## config.mk

```make
export PLATFORM = sky130hd
export DESIGN_NAME = ptc_timer
export DESIGN_NICKNAME = d
export VERILOG_FILES = /design/src/verilog/ptc_pkg.sv /design/src/verilog/ptc_cmp_if.sv /design/src/verilog/ptc_comparator.sv /design/src/verilog/ptc_timer.sv
export SDC_FILE = /design/constraint.sdc
export NUM_CORES = 1
export LEC_CHECK = 0
export BUFFER_PORTS_ARGS = -buffer_cell sky130_fd_sc_hd__buf_2
export CAP_MARGIN = 30
export CELL_PAD_IN_SITES_DETAIL_PLACEMENT = 1
export CELL_PAD_IN_SITES_GLOBAL_PLACEMENT = 2
export CORE_MARGIN = 2
export CORE_UTILIZATION = 36
export DETAILED_ROUTE_END_ITERATION = 8
export GPL_TIMING_DRIVEN = 1
export PLACE_DENSITY = 0.86
export SYNTH_ARGS = -nofsm -noshare
export SYNTH_HDL_FRONTEND = slang
export SYNTH_SLANG_ARGS = --single-unit
```

## constraint.sdc

```tcl
create_clock -name clock -period 3.5 [get_ports clock]
set_input_delay 0.525 -clock clock [delete_from_list [all_inputs] [get_ports clock]]
set_output_delay 0.525 -clock clock [all_outputs]
set_load 0.02 [all_outputs]
```

## src/verilog/ptc_pkg.sv

```systemverilog
// Constants, register map and field layout of the periodic timer.
`default_nettype none
package ptc_pkg;
	localparam int CNT_W = 10;
	localparam int DATA_W = 8;
	localparam int ADDR_W = 4;
	localparam logic [ADDR_W-1:0] ADDR_CTRL_ZERO = 4'h0;
	localparam logic [ADDR_W-1:0] ADDR_CTRL_ONE = 4'h1;
	localparam logic [ADDR_W-1:0] ADDR_CNT_LO = 4'h2;
	localparam logic [ADDR_W-1:0] ADDR_CNT_HI = 4'h3;
	localparam logic [ADDR_W-1:0] ADDR_CMPA_LO = 4'h4;
	localparam logic [ADDR_W-1:0] ADDR_CMPA_HI = 4'h5;
	localparam logic [ADDR_W-1:0] ADDR_PER_LO = 4'h6;
	localparam logic [ADDR_W-1:0] ADDR_PER_HI = 4'h7;
	localparam logic [ADDR_W-1:0] ADDR_FLAGS = 4'h8;
	localparam int PAUSE_BIT = 7;
	localparam int ON_BIT = 3;
	localparam int MODE_HI = 7;
	localparam int MODE_LO = 6;
	localparam int ACT_HI = 5;
	localparam int ACT_LO = 4;
	localparam int INIT_BIT = 3;
	localparam int INV_BIT = 2;
	localparam int CCLR_BIT = 0;
	localparam int FLAG_A_BIT = 0;
	localparam int FLAG_P_BIT = 1;
	localparam logic [1:0] MODE_CMP = 2'h0;
	localparam logic [1:0] MODE_CAP = 2'h1;
	localparam logic [1:0] MODE_PWM = 2'h2;
	localparam logic [1:0] MODE_TMR = 2'h3;
	localparam logic [1:0] ACT_NONE = 2'h0;
	localparam logic [1:0] ACT_LOW = 2'h1;
	localparam logic [1:0] ACT_HIGH = 2'h2;
	localparam logic [1:0] ACT_TOGGLE = 2'h3;
	localparam logic [1:0] PWM_INACTIVE = 2'h0;
	localparam logic [1:0] PWM_ACTIVE = 2'h1;
	localparam logic [1:0] PWM_WAVE = 2'h2;
	localparam logic [CNT_W-1:0] CNT_ZERO = 10'h000;
	localparam logic [CNT_W-1:0] CNT_ONE = 10'h001;
	localparam logic [CNT_W:0] PWM_FULL_PERIOD = 11'h400;
	localparam logic [DATA_W-1:0] BYTE_ZERO = 8'h00;
	localparam logic [5:0] HI_PAD = 6'h00;
endpackage : ptc_pkg
`default_nettype wire

```

## src/verilog/ptc_cmp_if.sv

```systemverilog
// Carrier between the timer core and one of its comparators.
`timescale 1ns/100ps
`default_nettype none
interface ptc_cmp_if;
	import ptc_pkg::*;
	logic [CNT_W-1:0] count_next;
	logic [CNT_W-1:0] compare_value;
	logic step;
	logic hit;
	logic value_zero;
	modport timer (output count_next, output compare_value, output step,
		input hit, input value_zero);
	modport cmp (input count_next, input compare_value, input step,
		output hit, output value_zero);
endinterface : ptc_cmp_if
`default_nettype wire

```

## src/verilog/ptc_comparator.sv

```systemverilog
// One 10-bit equality comparator of the periodic timer.
`timescale 1ns/100ps
`default_nettype none
module ptc_comparator
	import ptc_pkg::*;
(
	ptc_cmp_if.cmp port
);
	// The comparison looks at the value the counter is about to take, so a
	// clear lands on the same tick as the match.
	assign port.hit = port.step && (port.count_next == port.compare_value);
	assign port.value_zero = (port.compare_value == CNT_ZERO);
endmodule : ptc_comparator
`default_nettype wire

```

## src/verilog/ptc_timer.sv

```systemverilog
// Periodic timer with compare match, timer and edge-aligned PWM modes.
//
// How it works
// Ten-bit up-counter, readable as low byte and two-bit high byte, not writable.
// Upper six bits of every high-byte register read back as zero.
// Ten-bit compare-A value, read and write, zero after reset.
// Ten-bit period value, read and write, zero after reset.
// Mode 00 is compare match output; counter clears by overflow, A or P.
// Clear select low: P match clears, zero period overflows; both flags raised.
// Clear select high: A match clears, only the A flag is raised.
// Compare-A zero in compare mode: overflow at 3FF, no A flag.
// In compare mode only an A match moves the pin, never a P match.
// On A match the pin goes high, low or toggles; code zero leaves it.
// Rising counter-on bit resets the pin to the chosen initial level.
// Mode 11 works as compare mode but does not drive the pin.
// Mode 10 makes PWM on the pin; clear select is ignored there.
// In PWM the P match clears the counter; compare-A sets the duty.
// Period value 1 to 1023 gives that many timer ticks; zero gives 1024.
// In PWM each A match and each P match raise their flags.
// Duty at or above the period holds the output active: full duty.
// In PWM action codes 00 and 01 force inactive or active; counting continues.
// In PWM initial level picks polarity; invert bit inverts the pin again.
// Rising counter-on bit zeroes the counter; falling stops it, keeping the count.
// Compare action codes: 00 none, 01 low, 10 high, 11 toggle.
// Pause bit freezes the counter; clearing it resumes from the held value.
// Counter steps by one per timer tick while on and not paused.
// Match when counter equals compare value; flag stays until software clears.
`timescale 1ns/100ps
`default_nettype none
module ptc_timer
	import ptc_pkg::*;
(
	input wire logic clock,
	input wire logic sys_rst,
	input wire logic count_tick,
	input wire logic [ADDR_W-1:0] reg_addr,
	input wire logic [DATA_W-1:0] reg_wdata,
	input wire logic reg_wr,
	input wire logic reg_rd,
	output logic [DATA_W-1:0] reg_rdata,
	output logic pin_out,
	output logic pin_oe,
	output logic a_match_flag,
	output logic p_match_flag
);
	logic [CNT_W-1:0] cnt_ff;
	logic [CNT_W-1:0] nxt_cnt;
	logic [CNT_W-1:0] cmpa_ff;
	logic [CNT_W-1:0] per_ff;
	logic on_ff;
	logic pause_ff;
	logic [1:0] mode_ff;
	logic [1:0] action_ff;
	logic init_ff;
	logic inv_ff;
	logic cclr_ff;
	logic flag_a_ff;
	logic flag_p_ff;
	logic level_ff;
	logic nxt_level;
	logic pin_out_ff;
	logic nxt_pin_out;
	logic pin_oe_ff;
	logic [DATA_W-1:0] rdata_ff;
	logic [DATA_W-1:0] nxt_rdata;
	logic step;
	logic on_rise;
	logic [CNT_W-1:0] cnt_plus;
	logic cmp_like;
	logic set_a;
	logic set_p;
	logic clear_cnt;
	logic clr_a;
	logic clr_p;
	logic [CNT_W:0] pwm_period;
	logic pwm_on;
	logic pwm_wave;

	ptc_cmp_if cmp_a_if ();
	ptc_cmp_if cmp_p_if ();

	assign step = on_ff && !pause_ff && count_tick;
	assign cnt_plus = cnt_ff + CNT_ONE;
	assign on_rise = reg_wr && (reg_addr == ADDR_CTRL_ZERO) &&
		reg_wdata[ON_BIT] && !on_ff;
	assign cmp_like = (mode_ff == MODE_CMP) || (mode_ff == MODE_TMR);

	assign cmp_a_if.count_next = cnt_plus;
	assign cmp_a_if.compare_value = cmpa_ff;
	assign cmp_a_if.step = step;
	assign cmp_p_if.count_next = cnt_plus;
	assign cmp_p_if.compare_value = per_ff;
	assign cmp_p_if.step = step;

	ptc_comparator u_cmp_a (
		.port(cmp_a_if)
	);

	ptc_comparator u_cmp_p (
		.port(cmp_p_if)
	);

	// A zero compare-A would hit on the overflow wrap, which is not a match.
	always_comb begin
		set_a = 1'b0;
		set_p = 1'b0;
		clear_cnt = 1'b0;
		if (cmp_like) begin
			set_a = cmp_a_if.hit && !cmp_a_if.value_zero;
			if (cclr_ff) begin
				clear_cnt = set_a;
			end else begin
				set_p = cmp_p_if.hit;
				clear_cnt = cmp_p_if.hit;
			end
		end else if (mode_ff == MODE_PWM) begin
			set_a = cmp_a_if.hit && !cmp_a_if.value_zero;
			set_p = cmp_p_if.hit;
			clear_cnt = cmp_p_if.hit;
		end else begin
			clear_cnt = cmp_p_if.hit;
		end
	end

	// A wrap from 3FF to zero needs no clear: the add already gives zero.
	always_comb begin
		nxt_cnt = cnt_ff;
		if (on_rise) begin
			nxt_cnt = CNT_ZERO;
		end else if (step) begin
			nxt_cnt = clear_cnt ? CNT_ZERO : cnt_plus;
		end
	end

	always_ff @(posedge clock) begin
		if (sys_rst) begin
			cnt_ff <= CNT_ZERO;
		end else begin
			cnt_ff <= nxt_cnt;
		end
	end

	always_ff @(posedge clock) begin
		if (sys_rst) begin
			on_ff <= 1'b0;
			pause_ff <= 1'b0;
		end else if (reg_wr && (reg_addr == ADDR_CTRL_ZERO)) begin
			on_ff <= reg_wdata[ON_BIT];
			pause_ff <= reg_wdata[PAUSE_BIT];
		end
	end

	// Mode and pin action should only be changed with the counter off.
	always_ff @(posedge clock) begin
		if (sys_rst) begin
			mode_ff <= MODE_CMP;
			action_ff <= ACT_NONE;
			init_ff <= 1'b0;
			inv_ff <= 1'b0;
			cclr_ff <= 1'b0;
		end else if (reg_wr && (reg_addr == ADDR_CTRL_ONE)) begin
			mode_ff <= reg_wdata[MODE_HI:MODE_LO];
			action_ff <= reg_wdata[ACT_HI:ACT_LO];
			init_ff <= reg_wdata[INIT_BIT];
			inv_ff <= reg_wdata[INV_BIT];
			cclr_ff <= reg_wdata[CCLR_BIT];
		end
	end

	always_ff @(posedge clock) begin
		if (sys_rst) begin
			cmpa_ff <= CNT_ZERO;
		end else if (reg_wr && (reg_addr == ADDR_CMPA_LO)) begin
			cmpa_ff[DATA_W-1:0] <= reg_wdata;
		end else if (reg_wr && (reg_addr == ADDR_CMPA_HI)) begin
			cmpa_ff[CNT_W-1:DATA_W] <= reg_wdata[CNT_W-DATA_W-1:0];
		end
	end

	always_ff @(posedge clock) begin
		if (sys_rst) begin
			per_ff <= CNT_ZERO;
		end else if (reg_wr && (reg_addr == ADDR_PER_LO)) begin
			per_ff[DATA_W-1:0] <= reg_wdata;
		end else if (reg_wr && (reg_addr == ADDR_PER_HI)) begin
			per_ff[CNT_W-1:DATA_W] <= reg_wdata[CNT_W-DATA_W-1:0];
		end
	end

	// Writing a one clears a flag; a match in the same cycle wins.
	assign clr_a = reg_wr && (reg_addr == ADDR_FLAGS) && reg_wdata[FLAG_A_BIT];
	assign clr_p = reg_wr && (reg_addr == ADDR_FLAGS) && reg_wdata[FLAG_P_BIT];

	always_ff @(posedge clock) begin
		if (sys_rst) begin
			flag_a_ff <= 1'b0;
			flag_p_ff <= 1'b0;
		end else begin
			flag_a_ff <= set_a || (flag_a_ff && !clr_a);
			flag_p_ff <= set_p || (flag_p_ff && !clr_p);
		end
	end

	always_comb begin
		nxt_level = level_ff;
		if (on_rise) begin
			nxt_level = init_ff;
		end else if ((mode_ff == MODE_CMP) && set_a) begin
			unique case (action_ff)
				ACT_NONE: nxt_level = level_ff;
				ACT_LOW: nxt_level = 1'b0;
				ACT_HIGH: nxt_level = 1'b1;
				ACT_TOGGLE: nxt_level = !level_ff;
			endcase
		end
	end

	always_ff @(posedge clock) begin
		if (sys_rst) begin
			level_ff <= 1'b0;
		end else begin
			level_ff <= nxt_level;
		end
	end

	assign pwm_period = (per_ff == CNT_ZERO) ? PWM_FULL_PERIOD :
		{1'b0, per_ff};
	assign pwm_on = (cnt_ff < cmpa_ff) ||
		({1'b0, cmpa_ff} >= pwm_period);

	always_comb begin
		unique case (action_ff)
			PWM_INACTIVE: pwm_wave = 1'b0;
			PWM_ACTIVE: pwm_wave = 1'b1;
			PWM_WAVE: pwm_wave = pwm_on;
			default: pwm_wave = 1'b0;
		endcase
	end

	// The pin is registered, so it trails the counter by one clock.
	always_comb begin
		nxt_pin_out = 1'b0;
		if (mode_ff == MODE_CMP) begin
			nxt_pin_out = level_ff ^ inv_ff;
		end else if (mode_ff == MODE_PWM) begin
			nxt_pin_out = (pwm_wave ? init_ff : !init_ff) ^ inv_ff;
		end
	end

	always_ff @(posedge clock) begin
		if (sys_rst) begin
			pin_out_ff <= 1'b0;
			pin_oe_ff <= 1'b0;
		end else begin
			pin_out_ff <= nxt_pin_out;
			pin_oe_ff <= (mode_ff == MODE_CMP) || (mode_ff == MODE_PWM);
		end
	end

	always_comb begin
		nxt_rdata = BYTE_ZERO;
		unique case (reg_addr)
			ADDR_CTRL_ZERO: nxt_rdata = {pause_ff, 3'h0, on_ff, 3'h0};
			ADDR_CTRL_ONE: nxt_rdata = {mode_ff, action_ff, init_ff, inv_ff,
				1'b0, cclr_ff};
			ADDR_CNT_LO: nxt_rdata = cnt_ff[DATA_W-1:0];
			ADDR_CNT_HI: nxt_rdata = {HI_PAD, cnt_ff[CNT_W-1:DATA_W]};
			ADDR_CMPA_LO: nxt_rdata = cmpa_ff[DATA_W-1:0];
			ADDR_CMPA_HI: nxt_rdata = {HI_PAD, cmpa_ff[CNT_W-1:DATA_W]};
			ADDR_PER_LO: nxt_rdata = per_ff[DATA_W-1:0];
			ADDR_PER_HI: nxt_rdata = {HI_PAD, per_ff[CNT_W-1:DATA_W]};
			ADDR_FLAGS: nxt_rdata = {HI_PAD, flag_p_ff, flag_a_ff};
			default: nxt_rdata = BYTE_ZERO;
		endcase
	end

	always_ff @(posedge clock) begin
		if (sys_rst) begin
			rdata_ff <= BYTE_ZERO;
		end else begin
			rdata_ff <= reg_rd ? nxt_rdata : BYTE_ZERO;
		end
	end

	assign reg_rdata = rdata_ff;
	assign pin_out = pin_out_ff;
	assign pin_oe = pin_oe_ff;
	assign a_match_flag = flag_a_ff;
	assign p_match_flag = flag_p_ff;

	property p_cnt_step;
		@(posedge clock) disable iff (sys_rst)
		!$stable(cnt_ff) |-> (cnt_ff == $past(cnt_ff) + CNT_ONE) ||
			(cnt_ff == CNT_ZERO);
	endproperty
	a_cnt_step: assert property (p_cnt_step)
		else $error("Counter moved other than by one or to zero.");
	property p_hi_pad;
		@(posedge clock) disable iff (sys_rst)
		reg_rd && ((reg_addr == ADDR_CNT_HI) || (reg_addr == ADDR_CMPA_HI) ||
			(reg_addr == ADDR_PER_HI)) |=>
			(reg_rdata[DATA_W-1:CNT_W-DATA_W] == HI_PAD);
	endproperty
	a_hi_pad: assert property (p_hi_pad)
		else $error("Unused high-byte bits read as nonzero.");
	property p_cmpa_write;
		@(posedge clock) disable iff (sys_rst)
		reg_wr && (reg_addr == ADDR_CMPA_LO) |=>
			(cmpa_ff[DATA_W-1:0] == $past(reg_wdata));
	endproperty
	a_cmpa_write: assert property (p_cmpa_write)
		else $error("Compare-A low byte did not take the write.");
	property p_p_clear;
		@(posedge clock) disable iff (sys_rst)
		cmp_like && !cclr_ff && step && !on_rise && (cnt_plus == per_ff) |=>
			(cnt_ff == CNT_ZERO) && flag_p_ff;
	endproperty
	a_p_clear: assert property (p_p_clear)
		else $error("Period match did not clear counter and raise flag.");
	property p_no_p_flag;
		@(posedge clock) disable iff (sys_rst)
		cmp_like && cclr_ff && !flag_p_ff |=> !flag_p_ff;
	endproperty
	a_no_p_flag: assert property (p_no_p_flag)
		else $error("Period flag raised with A clear selected.");
	property p_zero_a;
		@(posedge clock) disable iff (sys_rst)
		cmp_like && (cmpa_ff == CNT_ZERO) && !flag_a_ff |=> !flag_a_ff;
	endproperty
	a_zero_a: assert property (p_zero_a)
		else $error("A flag raised with compare-A at zero.");
	property p_on_rise;
		@(posedge clock) disable iff (sys_rst)
		on_rise |=> (cnt_ff == CNT_ZERO) && (level_ff == $past(init_ff));
	endproperty
	a_on_rise: assert property (p_on_rise)
		else $error("Counter-on rise did not reset counter and pin level.");

	property p_timer_pin;
		@(posedge clock) disable iff (sys_rst)
		(mode_ff == MODE_TMR) |=> !pin_oe && !pin_out;
	endproperty
	a_timer_pin: assert property (p_timer_pin)
		else $error("Pin driven in timer mode.");

	property p_pause;
		@(posedge clock) disable iff (sys_rst)
		pause_ff && !on_rise |=> $stable(cnt_ff);
	endproperty
	a_pause: assert property (p_pause)
		else $error("Counter moved while paused.");

	property p_full_duty;
		@(posedge clock) disable iff (sys_rst)
		(mode_ff == MODE_PWM) && (action_ff == PWM_WAVE) &&
			({1'b0, cmpa_ff} >= pwm_period) |=> (pin_out == ($past(init_ff) ^
			$past(inv_ff)));
	endproperty
	a_full_duty: assert property (p_full_duty)
		else $error("Full duty did not hold the pin active.");

	property p_flag_hold;
		@(posedge clock) disable iff (sys_rst)
		flag_a_ff && !clr_a |=> flag_a_ff;
	endproperty
	a_flag_hold: assert property (p_flag_hold)
		else $error("A flag dropped without a clear.");
endmodule : ptc_timer
`default_nettype wire

```

==> impl_metrics.py, run 1 <==
metrics = {
    "hold_path": {
        "worst_hold_path_type": "input pin to register",
    },
    "clock_tree": {
        "path_clk_slew_ns": 0.11,
        "cts_num_sinks": 52,
        "clk-insertion-delay-late_ns": 0.32,
        "clock_tree.buffer_depth": 2,
        "cts_hold_buffers": 0,
        "cts_max_level": 2,
        "cts_made_buffers": 5,
        "clock-root-buffer": "clkbuf_8",
        "cts_tree": "done",
    },
    "pwr": {
        "ir_worst_vdd_mv": 0.151,
        "internal-power_w": 0.000850,
        "p_leak_nw": 1.50,
        "p_switching_w": 0.000308,
        "clock_power_share": 0.388,
        "pwr-share-comb": 0.089,
        "total_power_w": 0.00116,
        "power-per-cell-area_nw_per_um2": 294,
        "netSwitchingFraction": 0.266,
        "power.sequential.fraction": 0.523,
    },
    "synthesis": {
        "synth.mux.area_fraction": 0.0521,
        "syn_nets": 478,
        "synthSimpleGateAreaFrac": 0.234,
        "synthesized_area_fraction_occupied_by_ao_oa_aoi_and_oai_cells": 0.188,
        "ys_async_sr_fraction": 0,
        "yosys.area_share.adder": 0.0957,
        "xor_xnor_share_of_the_synthesized_area": 0.0741,
        "synth-main-ff-cell": "dfxtp_1",
        "netlist-cell-type-count": 56,
        "post_synth.cell_area_avg_um2": 8.13,
        "synth_top_family_by_area": "simple AND/OR/NAND/NOR gates",
        "synth-edff-count": 0,
        "synth.ff_latch_count": 52,
        "synth_seq_area_share": 0.295,
        "synth-warning-count": 0,
        "netlist_area_um2": 3530,
        "synthCells": 434,
    },
    "worst_setup_path": {
        "critPathArrivalTime_ns": 3.32,
        "setup.worst_path.end_class": "register",
        "crit_type": "register to register",
        "worst-path-max-fanout": 10,
        "start_kind": "register",
        "worstPathRequired_ns": 3.68,
        "timing.reg2reg.setup_slack_ns": 0.36,
    },
    "sta": {
        "final-hold-violation-count": 0,
        "final_period_minus_worst_setup_slack_ns": 3.14,
        "setup_tns_ns": 0,
        "clock_skew_ns": 0.0116,
        "final-setup-viol-count": 0,
        "fmax_mhz": 319,
        "max_slew_margin": 0.397,
        "final_critical_path_setup_slack_ns": 0.363,
        "worst-slew-pin-transition_ns": 0.891,
        "finalMaxSlewViolations": 0,
        "post-route-period-util": 0.896,
        "rsz0062_at_grt": "false",
    },
    "drt": {
        "postRouteWirelength_um": 11900,
        "route.antenna.remaining_nets": 0,
        "detailed_route_drc_error_count": 0,
        "post_drt_wl_per_cell_um": 20.0,
        "number_of_drc_violations_after_detailed_routing_iteration_0": 247,
        "detail_route.vias_per_cell": 5.76,
        "route.vias.total": 3410,
        "drt_pre_antenna_iters": 6,
    },
    "finish": {
        "design_area_um2": 3940,
        "drive_above_1_share": 0.124,
        "antenna_cells_inserted": 0,
        "areaGrowthSynthToFinish_pct": 11.5,
        "finish.net_count": 502,
    },
    "status": {
        "outcome": "completed",
    },
    "global_route": {
        "globalRouteOverflowTotal": 0,
        "number_of_global_route_vias_before_repair": 3394,
        "grt_start_max_net_pins": 37,
        "grtUsageTotal": 0.228,
        "grt_pass1_wl_um": 18400,
        "antenna_violations_before_repair": 0,
    },
    "placed_design": {
        "placed_area_um2": 3790,
        "finalWeightedCongestion": 0.836,
        "placement.setup.worst_slack_ns": 0.129,
        "port-buffer-count": 28,
        "hpwlAfterDp_um": 8990,
    },
    "die": {
        "fp.coreArea_um2": 9640,
        "rows": 36,
        "start_util": 0.366,
        "num_io_pins": 29,
        "die_h_um": 103,
        "die_area_um2": 10600,
        "floorplan.die.width_um": 103,
    },
    "run": {
        "maxCapViolations": 0,
    },
}
[sequential cells by signal, indices dropped and copies added (netlist names), 2 cells and up]
register and flops:
action_ff 2, cmp_a_if.compare_value 10, cmp_p_if.compare_value 10, cnt_ff 10, mode_ff 2, reg_rdata 8
[layout by cell type, fill, tap and decap left out, types with 5 or more instances in the layout]
cell type	netlist	layout
clkbuf_8	0	5
xnor2_1	10	10
o21ai_0	11	11
a21oi_1	41	41
buf_2	3	28
nand3b_1	7	7
xor2_1	7	7
mux2i_1	15	15
nand2_1	29	29
dfxtp_1	52	52
xnor3_1	5	5
nor3_1	14	14
nand2b_1	11	11
ha_1	27	27
inv_1	28	28
nor2b_1	7	7
o21ai_1	8	8
buf_4	2	13
nand3_1	30	30
nor2_1	42	42
[metal layers]
metal  wire length (um)  share of wire  vias to the layer above  track usage
li1                   -              -                     1600            -
met1               5440           0.46                     1682        0.312
met2               5590           0.47                      101        0.380
met3                556          0.047                       27       0.0332
met4                266          0.022                        0       0.0526
met5                  0              0                        -            0
[kinds of logic after synthesis]
| kind of cell | count (synthesis) |
|---|---|
| simple gates | 163 |
| compound gates | 100 |
| buf+inv | 52 |
| flops | 52 |
| fa+ha+maj | 27 |
| xor+xnor | 22 |
| mux | 18 |
[synthesized netlist by cell type, drive strengths merged, types with 5 or more instances]
cell type / number / area (um2)
clkbuf: 18 / 67.6
xnor2: 10 / 87.6
buf: 6 / 41.3
a21oi: 41 / 205
mux2i: 15 / 150
nand3: 30 / 150
dfxtp: 52 / 1040
nand3b: 7 / 52.6
xnor3: 5 / 113
nand2: 29 / 109
nand2b: 11 / 68.8
nor2: 42 / 158
ha: 27 / 338
xor2: 7 / 61.3
inv: 28 / 105
nor3: 15 / 80.1
nor2b: 7 / 43.8
o21ai: 19 / 95.1
[power groups by stage]
stage | Combinational (W) | Clock (W) | Sequential [W]
floorplan | 0.0000631 | 0 | 0.000616
global placement | 0.0000995 | 0 | 0.000619
detailed placement | 0.000102 | 0 | 0.000619
CTS | 0.000102 | 0.000459 | 0.000605
global route | 0.000113 | 0.000475 | 0.000606
finish | 0.000103 | 0.000449 | 0.000606
[worst paths after layout]
check / from / to / cells past startpoint
hold / removal: reg_wdata[6] / mode_ff[0] / 3
hold reg to reg: a_match_flag / a_match_flag / 2
setup / recovery: cnt_ff[1] / cnt_ff[0] / 10
setup reg to reg: cnt_ff[1] / cnt_ff[0] / 10
[cell type report]
class                      count  area (um2)
clock inverter                 2        38.8
tap                          133         166
clock buffer                   6        72.6
timing repair buffer          41         238
inverter                      28         105
sequential                    52        1040
fill                        1204        5700
multi-input combinational    330        2270
[through the flow]
step	hold WS [ns]	util	instances
after floorplan	0.462	-	434
after global placement	0.479	0.394	580
after detailed placement	0.487	0.394	580
after CTS	0.469	0.405	588
after global routing	0.472	0.408	592
final	0.466	0.408	592
[critical path: stages (launching register included)]
cell and delay, ns:
dfxtp_1 0.52, ha_1 0.24, buf_4 0.18, xor2_1 0.09, a2111oi_0 0.55, o211a_1 0.24
and4_1 0.23, and4b_1 0.49, nor3_2 0.21, a21oi_1 0.19, nor2_1 0.05
[timing repair]
action / CTS / global route
buffers inserted: 0 / 4
setup endpoints to repair: 0 / 9
resized for setup: 0 / 0
Power figures use the tool's default switching activity.
==> run 2: changes to the inputs <==
PLACE_DENSITY = 0.89   (was 0.86)
==> run 2 against run 1 <==
Net effect: sequential cell count unchanged; clock power decreased by 16%; first-iteration DRC count increased by 23%; fmax decreased by 1.6%; utilization decreased by 0.45 points; cell area decreased by 1.1%; via count decreased by 0.26%; die area unchanged; non-clock buffer count decreased by 3; combinational power about the same; critical path type unchanged; highest routed layer unchanged.
==> impl_metrics.py, run 2 (synthesis gave the netlist of run 1 again) <==
metrics = {
    "finish": {
        "layout_common_cells": "dfxtp_1 (52), nor2_1 (42), a21oi_1 (41), nand3_1 (30), nand2_1 (29)",
        "final_common_cell": "dfxtp_1",
        "finish.net_count": 499,
        "num-fill-cells": 1224,
        "drive_above_1_share": 0.121,
        "antenna_cells_inserted": 0,
        "areaGrowthSynthToFinish_pct": 10.3,
    },
    "placed_design": {
        "finalWeightedCongestion": 0.879,
        "port-buffer-count": 28,
        "hpwlAfterDp_um": 9090,
    },
    "global_route": {
        "globalRouteOverflowTotal": 0,
        "antenna_violations_before_repair": 0,
        "grtUsageTotal": 0.231,
        "number_of_global_route_vias_before_repair": 3497,
        "grt_pass1_wl_um": 18800,
        "grt_start_max_net_pins": 37,
    },
    "clock_tree": {
        "path_clk_slew_ns": 0.11,
        "clk-insertion-delay-late_ns": 0.32,
        "cts_made_buffers": 5,
        "clock_tree.buffer_depth": 2,
        "clock-root-buffer": "clkbuf_8",
        "postCtsResizedCells": 0,
        "cts_max_level": 2,
        "post_cts.repair.setup_buffers": 0,
        "cts_hold_buffers": 0,
        "cts_tree": "done",
        "cts_num_sinks": 52,
    },
    "worst_setup_path": {
        "start_kind": "register",
        "setup.worst_path.end_class": "register",
        "worst-path-max-fanout": 8,
        "critPathArrivalTime_ns": 3.38,
        "worstPathRequired_ns": 3.69,
        "crit_type": "register to register",
    },
    "sta": {
        "post-route-period-util": 0.911,
        "final-hold-violation-count": 0,
        "rsz0062_at_grt": "false",
        "final-setup-viol-count": 0,
        "fmax_mhz": 314,
        "max_slew_margin": 0.425,
        "finalMaxSlewViolations": 0,
        "worst-slew-pin-transition_ns": 0.850,
        "clock_skew_ns": 0.00811,
        "final_period_minus_worst_setup_slack_ns": 3.19,
        "setup_tns_ns": 0,
    },
    "pwr": {
        "p_switching_w": 0.000308,
        "power.sequential.fraction": 0.558,
        "pwr-share-comb": 0.095,
        "p_leak_nw": 1.47,
        "power-per-cell-area_nw_per_um2": 279,
        "netSwitchingFraction": 0.284,
        "clock_power_share": 0.347,
        "ir_worst_vdd_mv": 0.171,
        "internal-power_w": 0.000776,
        "total_power_w": 0.00108,
    },
    "die": {
        "die_area_um2": 10600,
        "rows": 36,
        "fp.coreArea_um2": 9640,
        "num_io_pins": 29,
        "die_h_um": 103,
        "floorplan.die.width_um": 103,
        "start_util": 0.366,
    },
    "status": {
        "outcome": "completed",
    },
    "drt": {
        "post_drt_wl_per_cell_um": 19.8,
        "detailed_route_drc_error_count": 0,
        "detail_route.vias_per_cell": 5.77,
        "number_of_drc_violations_after_detailed_routing_iteration_0": 303,
        "route.antenna.remaining_nets": 0,
        "route.vias.total": 3401,
        "postRouteWirelength_um": 11700,
        "drt_pre_antenna_iters": 5,
    },
    "hold_path": {
        "worst_hold_path_type": "input pin to register",
    },
    "run": {
        "maxCapViolations": 0,
    },
}
[run 2: power by group through the flow]
stage          registers, W  logic [W]  clock network [W]
2_1_floorplan      0.000616  0.0000631                  0
3_3_place_gp       0.000619  0.0000991                  0
3_5_place_dp       0.000619   0.000102                  0
4_1_cts            0.000605   0.000102           0.000383
5_1_grt            0.000606   0.000114           0.000408
6_report           0.000606   0.000103           0.000376
[run 2: per-layer routing]
| metal | routed length (um) | part of all wire | track usage | vias to the layer above |
|---|---|---|---|---|
| li1 | - | - | - | 1601 |
| met1 | 5250 | 0.45 | 0.316 | 1674 |
| met2 | 5510 | 0.47 | 0.381 | 105 |
| met3 | 593 | 0.051 | 0.0251 | 21 |
| met4 | 316 | 0.027 | 0.0709 | 0 |
| met5 | 0 | 0 | 0 | - |
[run 2: worst paths after layout]
path	end	startpoint	slack [ns]	depth (start not counted)
hold reg to reg	a_match_flag	a_match_flag	0.48	2
hold / removal	action_ff[1]	reg_wdata[5]	0.48	3
setup / recovery	cnt_ff[4]	cnt_ff[1]	0.31	10
setup reg to reg	cnt_ff[4]	cnt_ff[1]	0.31	10
[run 2: metrics by stage]
step	utilization	hold slack [ns]	worst slack, ns	cell area (um2)	cells
2_1_floorplan	-	0.462	0.671	3530	434
3_3_place_gp	0.394	0.465	0.464	3800	581
3_5_place_dp	0.394	0.472	0.352	3800	581
4_1_cts	0.404	0.484	0.335	3890	589
5_1_grt	0.404	0.483	0.121	3890	589
6_report	0.404	0.482	0.312	3890	589
[run 2: cell type report]
type	count	area (um2)	area share
Clock buffer	5	68.8	0.0177
Clock inverter	3	21.3	0.00547
Multi-Input combinational cell	330	2270	0.584
Tap cell	133	166	0.0428
Timing Repair Buffer	38	215	0.0553
Inverter	28	105	0.0270
Sequential cell	52	1040	0.268
[run 2: critical path: stages, from the launching register on]
cell and delay, ns:
dfxtp_1 0.51, ha_1 0.24, and3_1 0.27, and3_4 0.24, xnor3_1 0.20, or4_1 0.57, a2111oi_4 0.52, buf_4 0.23
nor3_1 0.06, o21ai_1 0.15, a21oi_1 0.08
==> run 3: changes to the inputs <==
PLACE_DENSITY = default   (was 0.89)
PLACE_DENSITY_LB_ADDON = 0.3   (was default)
==> run 3 against run 2 <==
Net effect: power up 0.61%; first-iteration DRC count down 50%; clock skew about the same; largest cell class unchanged; via count down 2.5%; fmax up 0.25%; highest routed layer unchanged.
==> impl_metrics.py, run 3 (synthesis gave the netlist of run 1 again) <==
metrics = {
    "die": {
        "die_area_um2": 10600,
        "start_util": 0.366,
        "rows": 36,
        "floorplan.die.width_um": 103,
        "die_h_um": 103,
        "num_io_pins": 29,
        "fp.coreArea_um2": 9640,
    },
    "pwr": {
        "clock_power_share": 0.352,
        "power-per-cell-area_nw_per_um2": 279,
        "power.sequential.fraction": 0.554,
        "p_leak_nw": 1.48,
        "internal-power_w": 0.000795,
        "netSwitchingFraction": 0.271,
        "p_switching_w": 0.000296,
        "ir_worst_vdd_mv": 0.137,
        "pwr-share-comb": 0.094,
        "total_power_w": 0.00109,
    },
    "worst_setup_path": {
        "worstPathRequired_ns": 3.68,
        "worst_path_max_delay_cell": "or4_1",
        "critical_path.n_buffers_inverters": 1,
        "worst-path-max-fanout": 8,
        "start_kind": "register",
        "r2r-start": "cnt_ff[1]",
        "timing.reg2reg.setup_slack_ns": 0.32,
        "cp.depth": 10,
        "setup.worst_path.end_class": "register",
        "path_delay_family": "simple AND/OR/NAND/NOR gates",
        "crit_path_cell_trace": "ha_1, and3_1, and3_4, xnor3_1, or4_1, a2111oi_4, buf_4, a311oi_1, o21ai_1, a21oi_1",
        "reg2regPathDepth": 10,
        "crit_path_max_cell_delay_ns": 0.58,
        "crit_type": "register to register",
        "r2r_end": "cnt_ff[3]",
        "critPathArrivalTime_ns": 3.36,
    },
    "sta": {
        "worst-slew-pin-transition_ns": 0.710,
        "final_period_minus_worst_setup_slack_ns": 3.18,
        "finalMaxSlewViolations": 0,
        "fin_worst_hold_slack_ns": 0.476,
        "max_slew_margin": 0.520,
        "clock_skew_ns": 0.00826,
        "post-route-period-util": 0.909,
        "fmax_mhz": 314,
        "setup_tns_ns": 0,
        "final-hold-violation-count": 0,
        "rsz0062_at_grt": "false",
        "final-setup-viol-count": 0,
    },
    "hold_path": {
        "whs_endpoint": "cmp_p_if.compare_value[6]",
        "timing.hold.worst.start": "reg_wdata[6]",
        "worst_hold_path_type": "input pin to register",
        "min_delay_path_depth": 3,
    },
    "drt": {
        "route.vias.total": 3315,
        "route.antenna.remaining_nets": 0,
        "postRouteWirelength_um": 11700,
        "detailed_route_drc_error_count": 0,
        "post_drt_wl_per_cell_um": 19.8,
        "number_of_drc_violations_after_detailed_routing_iteration_0": 152,
        "drt_pre_antenna_iters": 4,
        "detail_route.vias_per_cell": 5.62,
    },
    "global_route": {
        "grt_start_max_net_pins": 24,
        "grt_pass1_wl_um": 18300,
        "globalRouteOverflowTotal": 0,
        "number_of_global_route_vias_before_repair": 3268,
        "antenna_violations_before_repair": 0,
        "grtUsageTotal": 0.230,
    },
    "clock_tree": {
        "clock-root-buffer": "clkbuf_8",
        "cts_max_level": 2,
        "path_clk_slew_ns": 0.10,
        "clk-insertion-delay-late_ns": 0.32,
        "postCtsResizedCells": 0,
        "cts_num_sinks": 52,
        "cts_made_buffers": 5,
        "cts_hold_buffers": 0,
        "cts_tree": "done",
        "clock_tree.buffer_depth": 2,
        "post_cts.repair.setup_buffers": 0,
    },
    "finish": {
        "final_cell_count_no_fill": 590,
        "layout_common_cells": "dfxtp_1 (52), nor2_1 (42), a21oi_1 (41), nand3_1 (30), nand2_1 (29)",
        "design_area_um2": 3910,
        "num-fill-cells": 1203,
        "final_common_cell": "dfxtp_1",
        "areaGrowthSynthToFinish_pct": 10.7,
        "antenna_cells_inserted": 0,
        "drive_above_1_share": 0.123,
        "footprint_of_the_multi_input_gates_um2": 2270,
        "register_area_um2": 1040,
        "finish.net_count": 500,
    },
    "placed_design": {
        "placedCellCount": 582,
        "hpwlAfterDp_um": 9000,
        "placed_area_um2": 3810,
        "finalWeightedCongestion": 0.834,
        "port-buffer-count": 28,
    },
    "run": {
        "maxCapViolations": 0,
    },
    "status": {
        "outcome": "completed",
    },
}
run 3: cell count changes in the layout (fill, tap and decap cells not counted), sizes merged:
| cell | delta |
|---|---|
| clkinvlp | -1 |
| buf | +1 |
| clkbuf | +1 |
run 3: how the worst max path moves through the flow:
stage                    from         to  slack, ns
floorplan           cnt_ff[0]  cnt_ff[3]       0.67
global placement    cnt_ff[1]  cnt_ff[3]       0.49
detailed placement  cnt_ff[1]  cnt_ff[3]       0.34
CTS                 cnt_ff[1]  cnt_ff[3]       0.31
global route        cnt_ff[1]  cnt_ff[3]       0.13
finish              cnt_ff[1]  cnt_ff[3]       0.32
run 3: final cells by class:
type / count / area share
Clock inverter: 2 / 0.00352
Inverter: 28 / 0.0269
Sequential cell: 52 / 0.267
Timing Repair Buffer: 39 / 0.0570
Tap cell: 133 / 0.0426
Multi-Input combinational cell: 330 / 0.582
Clock buffer: 6 / 0.0211
run 3: per-layer routing:
metal / GRT usage / vias to the layer above / part of all wire
li1: - / 1603 / -
met1: 0.321 / 1627 / 0.47
met2: 0.385 / 75 / 0.47
met3: 0.0251 / 10 / 0.046
met4: 0.0445 / 0 / 0.013
met5: 0 / - / 0
run 3: stage by stage:
stage / utilization / setup slack (ns)
after floorplan: - / 0.671
after global placement: 0.395 / 0.493
after detailed placement: 0.395 / 0.339
after CTS: 0.405 / 0.309
after global routing: 0.405 / 0.133
final: 0.405 / 0.320
run 3: worst reg2reg max path, cell delays in order, from the launching register on:
cell,delay [ns]
dfxtp_1,0.51
ha_1,0.22
and3_1,0.27
and3_4,0.25
xnor3_1,0.20
or4_1,0.58
a2111oi_4,0.48
buf_4,0.25
a311oi_1,0.06
o21ai_1,0.15
a21oi_1,0.08
run 3: power groups by stage:
stage | Sequential [W] | Clock (W) | Combinational [W]
after floorplan | 0.000616 | 0 | 0.0000631
after global placement | 0.000618 | 0 | 0.000101
after detailed placement | 0.000618 | 0 | 0.000102
after CTS | 0.000605 | 0.000401 | 0.000102
after global routing | 0.000606 | 0.000423 | 0.000113
final | 0.000605 | 0.000384 | 0.000102
